**config.mk**
```make
export PLATFORM = sky130hd
export DESIGN_NAME = pipeline_threshold_monitor
export DESIGN_NICKNAME = d
export VERILOG_FILES = /design/src/common/threshold_monitor_pkg.sv /design/src/design/threshold_timer.sv /design/src/design/pipeline_threshold_monitor.sv
export SDC_FILE = /design/constraint.sdc
export NUM_CORES = 1
export LEC_CHECK = 0
export BUFFER_PORTS_ARGS = -buffer_cell sky130_fd_sc_hd__buf_4
export CORE_ASPECT_RATIO = 0.75
export CORE_MARGIN = 2
export CORE_UTILIZATION = 54
export DETAILED_ROUTE_END_ITERATION = 12
export PLACE_DENSITY = 0.77
export SLEW_MARGIN = 10
export SYNTH_ARGS = -nofsm -noshare
export SYNTH_HDL_FRONTEND = slang
export SYNTH_HIERARCHICAL = 1
export SYNTH_SLANG_ARGS = --single-unit
```
**constraint.sdc**
```tcl
create_clock -name sys_clk_in -period 8.7 [get_ports sys_clk_in]
set_input_delay 2.61 -clock sys_clk_in [delete_from_list [all_inputs] [get_ports sys_clk_in]]
set_output_delay 2.61 -clock sys_clk_in [all_outputs]
set_load 0.05 [all_outputs]
```
**src/common/threshold_monitor_pkg.sv**
```systemverilog
`default_nettype none
package threshold_monitor_pkg;
    localparam int THR_W = 8;
    localparam int SEL_W = 3;
    localparam int PRE_W = 5;
    localparam int ADDR_W = 8;
    localparam int STAT_W = 3;

    // register byte offsets
    localparam logic [ADDR_W-1:0] OFS_CONTROL_A = 8'h00;
    localparam logic [ADDR_W-1:0] OFS_CONTROL_ONE = 8'h04;
    localparam logic [ADDR_W-1:0] OFS_HW_CONFIG = 8'h08;
    localparam logic [ADDR_W-1:0] OFS_STATUS = 8'h0C;
    localparam logic [ADDR_W-1:0] OFS_MASK = 8'h10;
    localparam logic [ADDR_W-1:0] OFS_COUNT = 8'h14;
    localparam logic [ADDR_W-1:0] OFS_EVENTS = 8'h18;

    // field positions
    localparam int START_SEL_LSB = 0;
    localparam int END_SEL_LSB = 4;
    localparam int THR_LSB = 0;
    localparam int SCALE_BIT = 13;
    localparam int RUNNING_BIT = 16;
    localparam int ST_TIMEOUT = 0;
    localparam int ST_END = 1;
    localparam int ST_ORDER = 2;

    // reset values
    localparam logic [SEL_W-1:0] START_SEL_RST = 3'h0;
    localparam logic [SEL_W-1:0] END_SEL_RST = 3'h0;
    localparam logic [THR_W-1:0] THR_RST = 8'h00;
    localparam logic SCALE_RST = 1'b0;
    localparam logic [STAT_W-1:0] MASK_RST = 3'h0;

    // event select codes, shared by start and end fields
    localparam logic [SEL_W-1:0] SEL_DECODE = 3'h1;
    localparam logic [SEL_W-1:0] SEL_DISPATCH = 3'h2;
    localparam logic [SEL_W-1:0] SEL_ISSUE = 3'h3;
    localparam logic [SEL_W-1:0] SEL_FINISH = 3'h4;
    localparam logic [SEL_W-1:0] SEL_COMPLETE = 3'h5;
    localparam logic [SEL_W-1:0] SEL_NONE = 3'h0;

    // slow scaling: one decrement per 32 cycles
    localparam logic [PRE_W-1:0] PRESCALE_LAST = 5'h1F;

    typedef enum logic [1:0] {
        TMR_IDLE = 2'b01,
        TMR_RUN = 2'b10
    } timer_state_t;

    // one-cycle stage pulses of the marked instruction
    typedef struct packed {
        logic complete;
        logic finish;
        logic issue;
        logic dispatch;
        logic decode;
    } stage_events_t;

    function automatic logic event_hit(
        input logic [SEL_W-1:0] sel,
        input stage_events_t ev,
        input logic is_end
    );
        case (sel)
            SEL_DECODE: event_hit = !is_end && ev.decode;
            SEL_DISPATCH: event_hit = ev.dispatch;
            SEL_ISSUE: event_hit = ev.issue;
            SEL_FINISH: event_hit = ev.finish;
            SEL_COMPLETE: event_hit = ev.complete;
            default: event_hit = 1'b0;
        endcase
    endfunction : event_hit

    function automatic logic sel_valid(input logic [SEL_W-1:0] sel, input logic is_end);
        sel_valid = (sel >= (is_end ? SEL_DISPATCH : SEL_DECODE)) && (sel <= SEL_COMPLETE);
    endfunction : sel_valid
endpackage : threshold_monitor_pkg
`default_nettype wire

```
**src/design/threshold_timer.sv**
```systemverilog
`default_nettype none
module threshold_timer
    import threshold_monitor_pkg::*;
(
    input wire logic sys_clk_in,
    input wire logic rst_in,
    input wire logic start_in,
    input wire logic stop_in,
    input wire logic scale_in,
    input wire logic [THR_W-1:0] threshold_in,
    output logic [THR_W-1:0] count_out,
    output logic running_out,
    output logic tick_out,
    output logic timeout_out
);
    timer_state_t state;
    logic [PRE_W-1:0] prescale;

    assign running_out = (state == TMR_RUN);
    assign tick_out = running_out && (!scale_in || prescale == PRESCALE_LAST);
    // an end event in the same cycle wins over the time-out
    assign timeout_out = tick_out && (count_out <= THR_W'(1)) && !stop_in;

    always_ff @(posedge sys_clk_in or posedge rst_in)
    begin
        if (rst_in)
        begin
            state <= TMR_IDLE;
            count_out <= THR_RST;
            prescale <= '0;
        end
        else
        begin
            case (state)
                TMR_IDLE:
                begin
                    // idle keeps tracking the programmed value
                    count_out <= threshold_in;
                    prescale <= '0;
                    if (start_in)
                    begin
                        state <= TMR_RUN;
                    end
                end
                TMR_RUN:
                begin
                    if (stop_in || timeout_out)
                    begin
                        state <= TMR_IDLE;
                        count_out <= threshold_in;
                    end
                    else if (tick_out)
                    begin
                        count_out <= count_out - THR_W'(1);
                    end
                    prescale <= prescale + PRE_W'(1);
                end
                default:
                begin
                    state <= TMR_IDLE;
                end
            endcase
        end
    end
endmodule : threshold_timer
`default_nettype wire

```
**src/design/pipeline_threshold_monitor.sv**
```systemverilog
// Contract
// - one marked instruction tracked at a time against a single threshold.
// - down-counter starts from the software threshold count value field.
// - scale bit 13 clear: decrement every processor clock cycle.
// - scale bit set: decrement once per 32 processor clock cycles.
// - stages come in order decode, dispatch, issue, finish, complete.
// - after the start event count down until time-out or end event.
// - time-out emits a threshold event and bumps the event counter.
// - time-out and end event both reload the threshold value.
// - after reload stay idle until the next selected start event.
// - start codes 1..5 select decode..complete; others select nothing.
// - end codes 2..5 select dispatch..complete; others select nothing.
// - finish means rename registers updated; complete means architected update.
`default_nettype none
module pipeline_threshold_monitor
    import threshold_monitor_pkg::*;
(
    input wire logic sys_clk_in,
    input wire logic rst_in,
    input wire logic psel_in,
    input wire logic penable_in,
    input wire logic pwrite_in,
    input wire logic [ADDR_W-1:0] paddr_in,
    input wire logic [31:0] pwdata_in,
    output logic [31:0] prdata_out,
    output logic pready_out,
    output logic pslverr_out,
    input wire stage_events_t stage_events_in,
    output logic threshold_event_out,
    output logic irq_out
);
    logic [SEL_W-1:0] start_sel;
    logic [SEL_W-1:0] end_sel;
    logic [THR_W-1:0] threshold_count_value;
    logic scale;
    logic [STAT_W-1:0] status;
    logic [STAT_W-1:0] mask;
    logic [31:0] event_count;
    logic [SEL_W-1:0] last_stage;
    logic [STAT_W-1:0] next_status;
    logic [STAT_W-1:0] status_set;
    logic [SEL_W-1:0] stage_code;
    logic order_bad;
    logic sel_ok;
    logic start_go;
    logic end_go;
    logic stop_go;
    logic running;
    logic tick;
    logic timeout;
    logic [THR_W-1:0] count;
    logic access;
    logic wr_fire;
    logic addr_ok;
    logic [31:0] rd_mux;

    // bus side

    // access phase is answered one cycle late so every output stays a flop
    assign access = psel_in && penable_in && !pready_out;
    assign wr_fire = psel_in && penable_in && pready_out && pwrite_in;

    always_comb
    begin
        addr_ok = 1'b1;
        rd_mux = 32'h0000_0000;
        case (paddr_in)
            OFS_CONTROL_A:
            begin
                rd_mux[START_SEL_LSB +: SEL_W] = start_sel;
                rd_mux[END_SEL_LSB +: SEL_W] = end_sel;
            end
            OFS_CONTROL_ONE: rd_mux[THR_LSB +: THR_W] = threshold_count_value;
            OFS_HW_CONFIG: rd_mux[SCALE_BIT] = scale;
            OFS_STATUS: rd_mux[STAT_W-1:0] = status;
            OFS_MASK: rd_mux[STAT_W-1:0] = mask;
            OFS_COUNT:
            begin
                rd_mux[THR_W-1:0] = count;
                rd_mux[RUNNING_BIT] = running;
            end
            OFS_EVENTS: rd_mux = event_count;
            default: addr_ok = 1'b0;
        endcase
    end

    always_ff @(posedge sys_clk_in or posedge rst_in)
    begin
        if (rst_in)
        begin
            pready_out <= 1'b0;
            pslverr_out <= 1'b0;
            prdata_out <= 32'h0000_0000;
        end
        else
        begin
            pready_out <= access;
            pslverr_out <= access && !addr_ok;
            if (access)
            begin
                prdata_out <= (pwrite_in || !addr_ok) ? 32'h0000_0000 : rd_mux;
            end
        end
    end

    // control registers
    always_ff @(posedge sys_clk_in or posedge rst_in)
    begin
        if (rst_in)
        begin
            start_sel <= START_SEL_RST;
            end_sel <= END_SEL_RST;
            threshold_count_value <= THR_RST;
            scale <= SCALE_RST;
            mask <= MASK_RST;
        end
        else if (wr_fire)
        begin
            case (paddr_in)
                OFS_CONTROL_A:
                begin
                    start_sel <= pwdata_in[START_SEL_LSB +: SEL_W];
                    end_sel <= pwdata_in[END_SEL_LSB +: SEL_W];
                end
                OFS_CONTROL_ONE: threshold_count_value <= pwdata_in[THR_LSB +: THR_W];
                OFS_HW_CONFIG: scale <= pwdata_in[SCALE_BIT];
                OFS_MASK: mask <= pwdata_in[STAT_W-1:0];
                default: ;
            endcase
        end
    end

    // event selection

    // finish is the rename update, complete the architected update
    assign sel_ok = sel_valid(start_sel, 1'b0) && sel_valid(end_sel, 1'b1);
    // a start seen while one instruction is already timed is dropped
    assign start_go = sel_ok && !running && event_hit(start_sel, stage_events_in, 1'b0);
    assign end_go = sel_ok && running && event_hit(end_sel, stage_events_in, 1'b1);
    // clearing a select mid-run drops the instruction, so no late threshold event escapes
    assign stop_go = end_go || !sel_ok;

    threshold_timer u_timer (
        .sys_clk_in(sys_clk_in),
        .rst_in(rst_in),
        .start_in(start_go),
        .stop_in(stop_go),
        .scale_in(scale),
        .threshold_in(threshold_count_value),
        .count_out(count),
        .running_out(running),
        .tick_out(tick),
        .timeout_out(timeout)
    );

    // stage order watch: highest stage wins if several pulse together
    always_comb
    begin
        stage_code = SEL_NONE;
        if (stage_events_in.complete)
        begin
            stage_code = SEL_COMPLETE;
        end
        else if (stage_events_in.finish)
        begin
            stage_code = SEL_FINISH;
        end
        else if (stage_events_in.issue)
        begin
            stage_code = SEL_ISSUE;
        end
        else if (stage_events_in.dispatch)
        begin
            stage_code = SEL_DISPATCH;
        end
        else if (stage_events_in.decode)
        begin
            stage_code = SEL_DECODE;
        end
    end

    assign order_bad = (stage_code > SEL_DECODE) && (last_stage != stage_code - SEL_W'(1));

    always_ff @(posedge sys_clk_in or posedge rst_in)
    begin
        if (rst_in)
        begin
            last_stage <= SEL_NONE;
        end
        else if (stage_code != SEL_NONE)
        begin
            last_stage <= stage_code;
        end
    end

    // threshold event and its counter
    always_ff @(posedge sys_clk_in or posedge rst_in)
    begin
        if (rst_in)
        begin
            threshold_event_out <= 1'b0;
            event_count <= 32'h0000_0000;
        end
        else
        begin
            threshold_event_out <= timeout;
            if (timeout)
            begin
                event_count <= event_count + 32'h0000_0001;
            end
        end
    end

    // interrupt status: set wins over a write-one clear
    always_comb
    begin
        status_set = '0;
        status_set[ST_TIMEOUT] = timeout;
        status_set[ST_END] = end_go;
        status_set[ST_ORDER] = order_bad;
        next_status = status;
        if (wr_fire && paddr_in == OFS_STATUS)
        begin
            next_status = status & ~pwdata_in[STAT_W-1:0];
        end
        next_status = next_status | status_set;
    end

    always_ff @(posedge sys_clk_in or posedge rst_in)
    begin
        if (rst_in)
        begin
            status <= '0;
            irq_out <= 1'b0;
        end
        else
        begin
            status <= next_status;
            irq_out <= |(next_status & mask);
        end
    end

    // checking helpers
    logic [5:0] gap;
    logic slow_run;

    always_ff @(posedge sys_clk_in or posedge rst_in)
    begin
        if (rst_in)
        begin
            gap <= '0;
            slow_run <= 1'b0;
        end
        else
        begin
            if (!running || tick)
            begin
                gap <= '0;
            end
            else if (gap != 6'h3F)
            begin
                gap <= gap + 6'h01;
            end
            if (!running)
            begin
                slow_run <= 1'b1;
            end
            else if (!scale)
            begin
                slow_run <= 1'b0;
            end
        end
    end
endmodule : pipeline_threshold_monitor
`default_nettype wire

```
Word-level counts from Yosys, hierarchy flattened

Index checks and enable logic that the tools add are counted.
Widths: inputs -> output; s select.

Reduce and logical (&&, ||, !) cells: 38
Eq/ne operators: 22
Bitwise logic cells: 4
Order comparisons: 6
Mux-type cells: 26
$add $sub $neg: 4

Operators by type and width:

| cell                  | count |
|---|---|
| $add 32x1->32 const B | 1 |
| $mux 32               | 1 |
| $eq 8x5->1 const B    | 3 |
| $pmux 3 s6            | 1 |
| $logic_and 1x1->1     | 17 |
| $eq 8x4->1 const B    | 2 |
| $mux 8                | 2 |
| $pmux 8 s2            | 1 |
| $mux 15               | 1 |
| $eq 3x2->1 const B    | 4 |
| $eq 3x3->1 const B    | 4 |
| $pmux 3 s4            | 1 |
| $reduce_and 2->1      | 6 |
| $mux 2                | 5 |
| $pmux 5 s2            | 1 |
| $mux 3                | 3 |
| $eq 8x3->1 const B    | 1 |
| $le 8x1->1 const B    | 1 |
| $logic_not 8->1       | 1 |
| $sub 8x1->8 const B   | 1 |
| $reduce_or 7->1       | 1 |
| $and 3x3->3           | 2 |
| $le 3x3->1 const B    | 2 |
| $logic_not 1->1       | 6 |
| other kinds (26)      | 32 |

Input bits: 50
Output and inout port bits: 36
Word-level logic and storage cells: 116
Bits in registers: 107

Logic depth before layout (Yosys ltp)

Gate-level depths: netlist (run 1).

Depth in word-level cells: 11
Depth in mapped cells: 13
Gate-level depth less buffers: 11

Cells and area by module

The synthesis (run 1) kept the hierarchy.

Modules (own cells, without submodules):

| module                     | cells each | area an instance (um^2) | instances |
|---|---|---|---|
| pipeline_threshold_monitor | 368        | 4280.4                  | 1 |
| threshold_timer            | 104        | 960.9                   | 1 |

Worst setup path before layout (run 1)

OpenSTA, ideal clock, no wires.

Kind: input-to-reg
Start: in stage_events_in[1] in the netlist's numbering
End: reg event_count[23]
Required time: 8.577 ns
Path buffers: 2
Arrival: 5.164 ns
Path slack: 3.413 ns
Cell stages on the path: 13
Path through: nand3b_1 -> nand2_1 -> o2111a_1 -> nand2b_1 -> nand2b_1 -> nor3_1 -> buf_4 -> nand4_2 -> or2_4 -> or3_4 -> buf_6 -> or3_4 -> xnor2_2

Word-level cells in the longest chain between the ends: 5

RTL lines:

| what                 | line                              | RTL |
|---|---|---|
| from (decl)          | pipeline_threshold_monitor.sv:28  | `input wire stage_events_t stage_events_in,` |
| $pmux 1 s4           | threshold_monitor_pkg.sv:65       | `case (sel)` |
| $logic_and 1x1->1    | pipeline_threshold_monitor.sv:139 | `assign end_go = sel_ok && running && event_hit(end_sel, stage_events_in, 1'b1);` |
| $logic_or 1x1->1     | pipeline_threshold_monitor.sv:141 | `assign stop_go = end_go \|\| !sel_ok;` |
| named net stop_go    | pipeline_threshold_monitor.sv:47  | `logic stop_go;` |
| $logic_not 1->1      | threshold_timer.sv:22             | `assign timeout_out = tick_out && (count_out <= THR_W'(1)) && !stop_in;` |
| $logic_and 1x1->1    | threshold_timer.sv:22             |  |
| named net timeout    | pipeline_threshold_monitor.sv:50  | `logic timeout;` |
| to (signal assigned) | pipeline_threshold_monitor.sv:209 | `event_count <= event_count + 32'h0000_0001;` |
| to (decl)            | pipeline_threshold_monitor.sv:38  | `logic [31:0] event_count;` |

The timed path passes the listed nets, and every way through them passes these cells.
A chain may end at the register's enable or synchronous reset.

Worst setup path after layout (run 1)

Same ends and word-level chain as after synthesis.

==> flow_metrics.tcl, run 1 <==
set metrics [dict create \
    status "complete, no violations" \
    power.leakage_nw 2.946 \
    core_area_mm2 0.009542 \
    ctsHoldBuffers 0 \
    drc 0 \
    clockBufferDepth 2 \
    finalCritPeriodShare 0.6157 \
    maxCapViolCount 0 \
    htree_levels 3 \
    drtIter0Drc 277 \
    fin_crit_ps 5356 \
    io_pins 86 \
    yosysWarnings 6 \
    tns_ps 0 \
    cts_sinks 107 \
    fillerInstances 780 \
    drv_slew 0 \
    wl_um 11750 \
    slew_headroom 0.3331 \
    design_area_mm2 0.006140 \
    drive_above_1_share 0.2309 \
    skew_ps 6.799 \
    crit_required_ps 8940 \
    avgSynthCellArea_um2 11.11 \
    multiInputGateArea_mm2 0.002401 \
    io_buffer_count 62 \
    critPathLaunchType "input pin" \
    drt-pass1-iter-count 5 \
    die_h_um 89.27 \
    grt_overflow_total 0 \
    grt_util_all_layers 0.2328 \
    peakVddDrop_mv 0.1112 \
    critPathArrivalTime_ps 5590 \
    cp-end-kind "flop" \
    fmax_mhz 186.7 \
    r2r_start "u_timer/state[0]" \
    globalplace.congestion 0.8362 \
    grt_max_degree 80 \
    holdCritPathClass "flop to flop" \
    start_util 0.5486 \
    setup_violations 0 \
    place_hpwl_um 8227 \
    avgRoutedWirePerCell_um 17.57 \
    grt_antenna_before_repair 0 \
    p_total_w 0.001007 \
    die_w_um 117.7 \
    cp-startpoint "stage_events_in[1]" \
    grt_pass1_vias 3699 \
    post_drt_via_cell_ratio 5.846 \
    syn_area_mm2 0.005235 \
    cellPowerDensity_mw_per_mm2 164.0 \
    tightestPinTransition_ps 1000 \
    nets 592 \
    rsz0062_at_grt "no" \
    clkTransAtPathRegs_ps 70 \
    antenna_cells 0 \
    grt_pass1_wl_um 19020 \
    placed_area_mm2 0.005806 \
    fp.dieArea_mm2 0.01051 \
    cts-buffers-inserted 9 \
    synthToLayoutAreaGrowth_pct 17.28 \
    seq_area_mm2 0.002679 \
    cts_setup_buffers 0 \
    num_rows 31 \
    synthCells 471 \
    clk_latency_ps 350 \
    syn_nets 531 \
    hp-start "prdata_out[3]" \
    antenna_left 0 \
    cts.repair.resized 0 \
    cts.root.buffer_cell "clkbuf_16" \
    critPathMaxFanout 10 \
    finalHoldViolations 0 \
    worstSetupPathType "input pin to flop" \
    vias 3911 \
    cts_tree "built" \
]
cell type report:
class                      instances  share of cell area
sequential                       107              0.4363
multi-input combinational        330              0.3911
timing repair buffer              65             0.07948
clock buffer                       9             0.03668
tap                              132             0.02690
clock inverter                     7             0.01773
inverter                          19             0.01182
path summary, 6_finish.rpt:
kind,slack (ps),to,cells past startpoint
setup / recovery,3340,event_count[23],13
setup reg to reg,4980,event_count[23],12
max in group asynchronous,5230,status[2],3
hold / removal,490,prdata_out[3],2
hold reg to reg,490,prdata_out[3],2
min in group asynchronous,2190,threshold_count_value[3],2
power breakdown:
part	internal, W	total [W]	leakage, nW	switching, W
registers	0.000499	0.000501	1.46	0.00000170
logic	0.0000171	0.0000491	1.33	0.0000319
clock network	0.000259	0.000457	0.164	0.000198
total	0.000775	0.00101	2.95	0.000232
state kept, by name (all words and copies together) (netlist names):
signal	cells
pslverr_out	1
start_sel	3
irq_out	1
scale	1
u_timer/count_out	8
pready_out	1
u_timer/state	2
u_timer/prescale	5
threshold_event_out	1
end_sel	3
status	3
event_count	32
last_stage	3
threshold_count_value	8
mask	3
prdata_out	32
metal layers:
layer / global-route usage / wire (um) / up-vias
li1: - / - / 1834
met3: 0.06059 / 666 / 9
met2: 0.3547 / 5375 / 104
met5: 0 / 0 / -
met4: 0.05038 / 114 / 0
met1: 0.3397 / 5596 / 1964
worst max-delay path, stage by stage:
cell and delay (ps):
buf_4 130, nand3b_1 80, nand2_1 60, o2111a_1 260
nand2b_1 220, nand2b_1 270, nor3_1 220, buf_4 220
nand4_2 200, or2_4 330, or3_4 440, or3_4 410
xnor2_2 130
through the flow:
step / hold WS [ps] / cells / util / setup WS, ps
6_report: 489.9 / 669 / 0.6435 / 3344
5_1_grt: 509.7 / 669 / 0.6435 / 3119
4_1_cts: 493.3 / 669 / 0.6435 / 3367
3_5_place_dp: 476.3 / 653 / 0.6084 / 3004
3_3_place_gp: 465.9 / 653 / 0.6084 / 3071
2_1_floorplan: 444.1 / 471 / - / 3413
cell usage in the layout, fill, tap and decap left out, drive strengths merged, types with 4 or more instances in the layout:
cell and n:
dfrtp 106, buf 65, nor2 34, nand2 33
a22o 32, mux2 25, xnor2 23, inv 21
o21ai 16, nand3 15, nor3 13, xor2 12
nand4 11, nor2b 10, ha 10, a21oi 9
clkbuf 9, nand2b 7, a22oi 7, nand3b 6
a31oi 6, or2 5, nor4 5, and2 4
or4 4, and3 4
(Power assumes the default switching activity.)
==> inputs of run 2 (changes only) <==
CORE_UTILIZATION = 51   (was 54)
PLACE_DENSITY = 0.76   (was 0.77)
clock period = 4.8 ns   (was 8.7 ns; I/O delays follow)
==> run 2 against run 1 <==
Effect of this change:
- register-to-register slack worse by 3800 ps
- setup slack worse by 2700 ps
- core utilization down 1.8 points
- clock-buffer cell count up 1
- clock skew up 1.3 ps
- sequential power up 81%
- critical path type unchanged
==> flow_metrics.tcl, run 2 (synthesized netlist as in run 1, its figures left out) <==
set metrics [dict create \
    status "complete, no violations" \
    drv_slew 0 \
    cellPowerDensity_mw_per_mm2 287.0 \
    layout_commonest_cell "dfrtp_1" \
    setup_violations 0 \
    rsz0062_at_grt "no" \
    maxCapViolCount 0 \
    hold_depth 1 \
    place_hpwl_um 8410 \
    stdcell_count 672 \
    critPathMaxFanout 10 \
    cp_num_buf_inv 2 \
    holdCritPathClass "flop to flop" \
    fillerInstances 759 \
    largestRegisters "event_count: 32 flops, prdata_out: 32 flops" \
    min_to "event_count[31]" \
    r2r_start "u_timer/state[0]" \
    core_area_mm2 0.009813 \
    grt_antenna_before_repair 0 \
    wl_um 12030 \
    path_delay_family "simple AND/OR/NAND/NOR gates" \
    r2r-end "event_count[23]" \
    clockBufferDepth 2 \
    vias 3961 \
    cts.root.buffer_cell "clkbuf_16" \
    cts_sinks 107 \
    final_cell_mix "dfrtp_1 (106), buf_4 (68), nor2_1 (34)" \
    io_pins 86 \
    cp_slowest_stage_delay_ps 440 \
    fin_util 0.6257 \
    worstSetupPathType "input pin to flop" \
    ctsHoldBuffers 0 \
    whs_ps 480.0 \
    avgRoutedWirePerCell_um 17.91 \
    r2r_cells 12 \
    pre_cts_ws_ps 322.7 \
    drive_above_1_share 0.2352 \
    post_drt_via_cell_ratio 5.894 \
    drtIter0Drc 277 \
    start_util 0.5335 \
    htree_levels 3 \
    finalHoldViolations 0 \
    tns_ps 0 \
    skew_ps 8.124 \
    drt-pass1-iter-count 5 \
    grt_util_all_layers 0.2342 \
    synthToLayoutAreaGrowth_pct 17.28 \
    fp.dieArea_mm2 0.01110 \
    hp-start "event_count[31]" \
    globalplace.congestion 0.9040 \
    multiInputGateArea_mm2 0.002401 \
    fin_crit_ps 4198 \
    antenna_cells 0 \
    critPathLaunchType "input pin" \
    crit_required_ps 5030 \
    clk_latency_ps 350 \
    num_rows 31 \
    cts_tree "built" \
    nets 595 \
    cts-buffers-inserted 9 \
    tightestPinTransition_ps 883.3 \
    dp.cells 656 \
    drc 0 \
    clkTransAtPathRegs_ps 70 \
    peakVddDrop_mv 0.2894 \
    die_w_um 121.0 \
    fmax_mhz 238.2 \
    grt_overflow_total 0 \
    crit_slowest_cell "or3_4" \
    path_cells "buf_4, nand3b_1, nand2_1, o2111a_1, nand2b_1, nand2b_1, nor3_1, buf_4, nand4_2, or2_4, or3_4, or3_4, xnor2_2" \
    layout_setup_ws_ps 601.7 \
    cp-end-kind "flop" \
    critPathArrivalTime_ps 4430 \
    grt_pass1_wl_um 20310 \
    finalCritPeriodShare 0.8746 \
    antenna_left 0 \
    slew_headroom 0.4112 \
    grt_pass1_vias 3932 \
    io_buffer_count 62 \
    rrSetupSlack_ps 1230 \
    power.leakage_nw 2.947 \
    die_h_um 91.74 \
    cts_setup_buffers 0 \
    cts.repair.resized 0 \
    grt_max_degree 50 \
    seq_area_mm2 0.002679 \
]
==> run 2: area by class of cell <==
cell class              instances  area share
clock buffers                  10     0.03892
inverters                      19     0.01182
well taps                     132     0.02690
repair buffers                 68     0.08315
clock inverters                 6     0.01182
multi-input cells             330      0.3911
flip-flops and latches        107      0.4363
==> run 2: through the flow <==
step	total power (W)	cell area, um2
final	0.001762	6140
after detailed placement	0.001016	5828
after floorplan	0.0009773	5235
after global placement	0.001013	5828
after global routing	0.001823	6140
after CTS	0.001775	6140
==> run 2: per-layer routing <==
layer | up-vias | global-route usage | part of all wire
met2 | 134 | 0.3488 | 0.45
met4 | 0 | 0.06008 | 0.015
met5 | - | 0 | 0
met3 | 20 | 0.07587 | 0.067
li1 | 1849 | - | -
met1 | 1958 | 0.3321 | 0.46
==> run 2: worst max-delay path by stage <==
stage	from	end	cells after the start
final	stage_events_in[3]	event_count[23]	13
after detailed placement	stage_events_in[3]	event_count[23]	13
after global placement	stage_events_in[1]	event_count[23]	13
after floorplan	stage_events_in[1]	event_count[23]	13
after global routing	stage_events_in[1]	event_count[31]	13
after CTS	stage_events_in[3]	event_count[23]	13
==> run 2: where the power goes <==
part           internal, W  switching (W)  leakage [nW]
registers         0.000905     0.00000294          1.46
clock network     0.000425       0.000340         0.150
logic            0.0000316      0.0000582          1.34
==> inputs of run 3 (changes only) <==
GPL_TIMING_DRIVEN = 0   (was unset)
==> run 3 against run 2 <==
Effect of this change:
- critical endpoint unchanged
- register-to-register slack lost 380 ps
- critical path depth increased by 1
- final cell count is 1.2% higher
- clock-buffer cell count unchanged
- sequential share of layout area down 0.35 points
- total power up 0.56%
- sequential power barely moved
==> flow_metrics.tcl, run 3 (synthesized netlist as in run 1, its figures left out) <==
set metrics [dict create \
    critPathMaxFanout 9 \
    cts-buffers-inserted 9 \
    fin_crit_ps 4431 \
    top_layer "met4" \
    clockBufferDepth 2 \
    drv_slew 0 \
    switching_share 0.2149 \
    worstSetupPathType "input pin to flop" \
    peakVddDrop_mv 0.1848 \
    netSwitchingPower_w 0.0003809 \
    grt_pass1_wl_um 20090 \
    globalplace.congestion 0.8892 \
    start_util 0.5335 \
    critPathLaunchType "input pin" \
    clk_latency_ps 350 \
    crit_required_ps 5040 \
    rrSetupSlack_ps 850 \
    cts_setup_buffers 0 \
    wl_met3_um 736 \
    status "complete, no violations" \
    drt-pass1-iter-count 5 \
    cts_tree "built" \
    fp.dieArea_mm2 0.01110 \
    grt_util_all_layers 0.2312 \
    drive_above_1_share 0.2281 \
    grt_max_degree 67 \
    drc 0 \
    grt_overflow_total 0 \
    core_area_mm2 0.009813 \
    maxCapViolCount 0 \
    nets 603 \
    cts.root.buffer_cell "clkbuf_16" \
    antenna_cells 0 \
    skew_ps 6.489 \
    antenna_left 0 \
    cp-end-kind "flop" \
    power.leakage_nw 2.970 \
    die_h_um 91.74 \
    cts.repair.resized 0 \
    wl_met1_um 5750 \
    dp.cells 664 \
    critPathArrivalTime_ps 4670 \
    num_rows 31 \
    clkTransAtPathRegs_ps 70 \
    place_hpwl_um 8701 \
    post_drt_via_cell_ratio 5.787 \
    min_to "u_timer/prescale[3]" \
    cp_num_buf_inv 3 \
    r2r_cells 13 \
    finalCritPeriodShare 0.9232 \
    hp-start "u_timer/prescale[3]" \
    crit_slowest_cell "nor3_1" \
    vias 3935 \
    r2r-end "event_count[23]" \
    ctsHoldBuffers 0 \
    avgRoutedWirePerCell_um 17.54 \
    io_pins 86 \
    internal-power_w 0.001391 \
    holdCritPathClass "flop to flop" \
    hold_depth 1 \
    path_cells "buf_4, nand3b_1, nand2_1, o2111a_1, nand2b_1, nand2b_1, nor3_1, buf_4, nand4_2, or2_4, or3_4, buf_6, or3_4, xnor2_2" \
    synthToLayoutAreaGrowth_pct 18.24 \
    drtIter0Drc 230 \
    io_buffer_count 60 \
    wl_met2_um 5301 \
    combPwrFrac 0.052 \
    grt_pass1_vias 3836 \
    fmax_mhz 225.7 \
    r2r_start "u_timer/state[0]" \
    rsz0062_at_grt "no" \
    fin_util 0.6308 \
    die_w_um 121.0 \
    cellPowerDensity_mw_per_mm2 286.3 \
    wl_um 11930 \
    final_cell_mix "dfrtp_1 (106), buf_4 (63), nor2_1 (34)" \
    setup_violations 0 \
    largestRegisters "event_count: 32 flops, prdata_out: 32 flops" \
    slew_headroom 0.5106 \
    cts_sinks 107 \
    cp_slowest_stage_delay_ps 420 \
    stdcell_count 680 \
    grt_antenna_before_repair 0 \
    pwr-share-clk 0.435 \
    seqPwrFrac 0.512 \
    finalHoldViolations 0 \
    fillerInstances 791 \
    layout_commonest_cell "dfrtp_1" \
    htree_levels 3 \
    tightestPinTransition_ps 728.5 \
    tns_ps 0 \
    path_delay_family "simple AND/OR/NAND/NOR gates" \
]
-- run 3: cell count changes in the layout (fill, tap and decap cells not counted), sizes merged --
cell      before  now
inv           20   19
buf           68   69
bufinv         1    2
clkbuf        10   17
clkinvlp       1    0
clkinv         3    4
-- run 3: final cells by class --
class / instances / area, um2 / area share
Inverter: 19 / 73.82 / 0.01193
Clock inverter: 6 / 80.08 / 0.01294
Multi-Input combinational cell: 330 / 2401 / 0.3879
Buffer: 15 / 83.83 / 0.01354
Tap cell: 132 / 165.2 / 0.02668
Sequential cell: 107 / 2679 / 0.4328
Clock buffer: 10 / 229.0 / 0.03699
Timing Repair Buffer: 61 / 478.0 / 0.07722
-- run 3: metal layers --
layer / vias up / GRT usage
li1: 1859 / -
met1: 1949 / 0.3367
met2: 114 / 0.3450
met3: 13 / 0.05970
met4: 0 / 0.06008
met5: - / 0
-- run 3: how the worst max path moves through the flow --
stage / start / to / slack, ps / cells past startpoint
after floorplan: stage_events_in[1] / event_count[23] / 680 / 13
after global placement: rst_in / last_stage[1] / -80 / 2
after detailed placement: stage_events_in[1] / event_count[23] / 60 / 14
after CTS: stage_events_in[1] / event_count[23] / 420 / 14
after global routing: stage_events_in[1] / event_count[23] / 260 / 14
final: stage_events_in[1] / event_count[23] / 370 / 14
-- run 3: through the flow --
stage / area (um2) / hold slack (ps) / power [W] / worst slack [ps]
floorplan: 5235 / 444.1 / 0.0009773 / 683.1
global placement: 5851 / 465.9 / 0.001013 / -80.39
detailed placement: 5881 / 471.9 / 0.001019 / 63.93
CTS: 6190 / 489.1 / 0.001786 / 422.6
global route: 6190 / 513.7 / 0.001836 / 262.6
finish: 6190 / 480.1 / 0.001772 / 368.5
-- run 3: power by group through the flow --
stage / Clock [W] / Combinational (W) / Sequential, W
CTS: 0.000784 / 0.0000939 / 0.000908
global route: 0.000824 / 0.000104 / 0.000908
finish: 0.000771 / 0.0000929 / 0.000908
detailed placement: 0 / 0.0000936 / 0.000925
global placement: 0 / 0.0000876 / 0.000925
floorplan: 0 / 0.0000487 / 0.000929
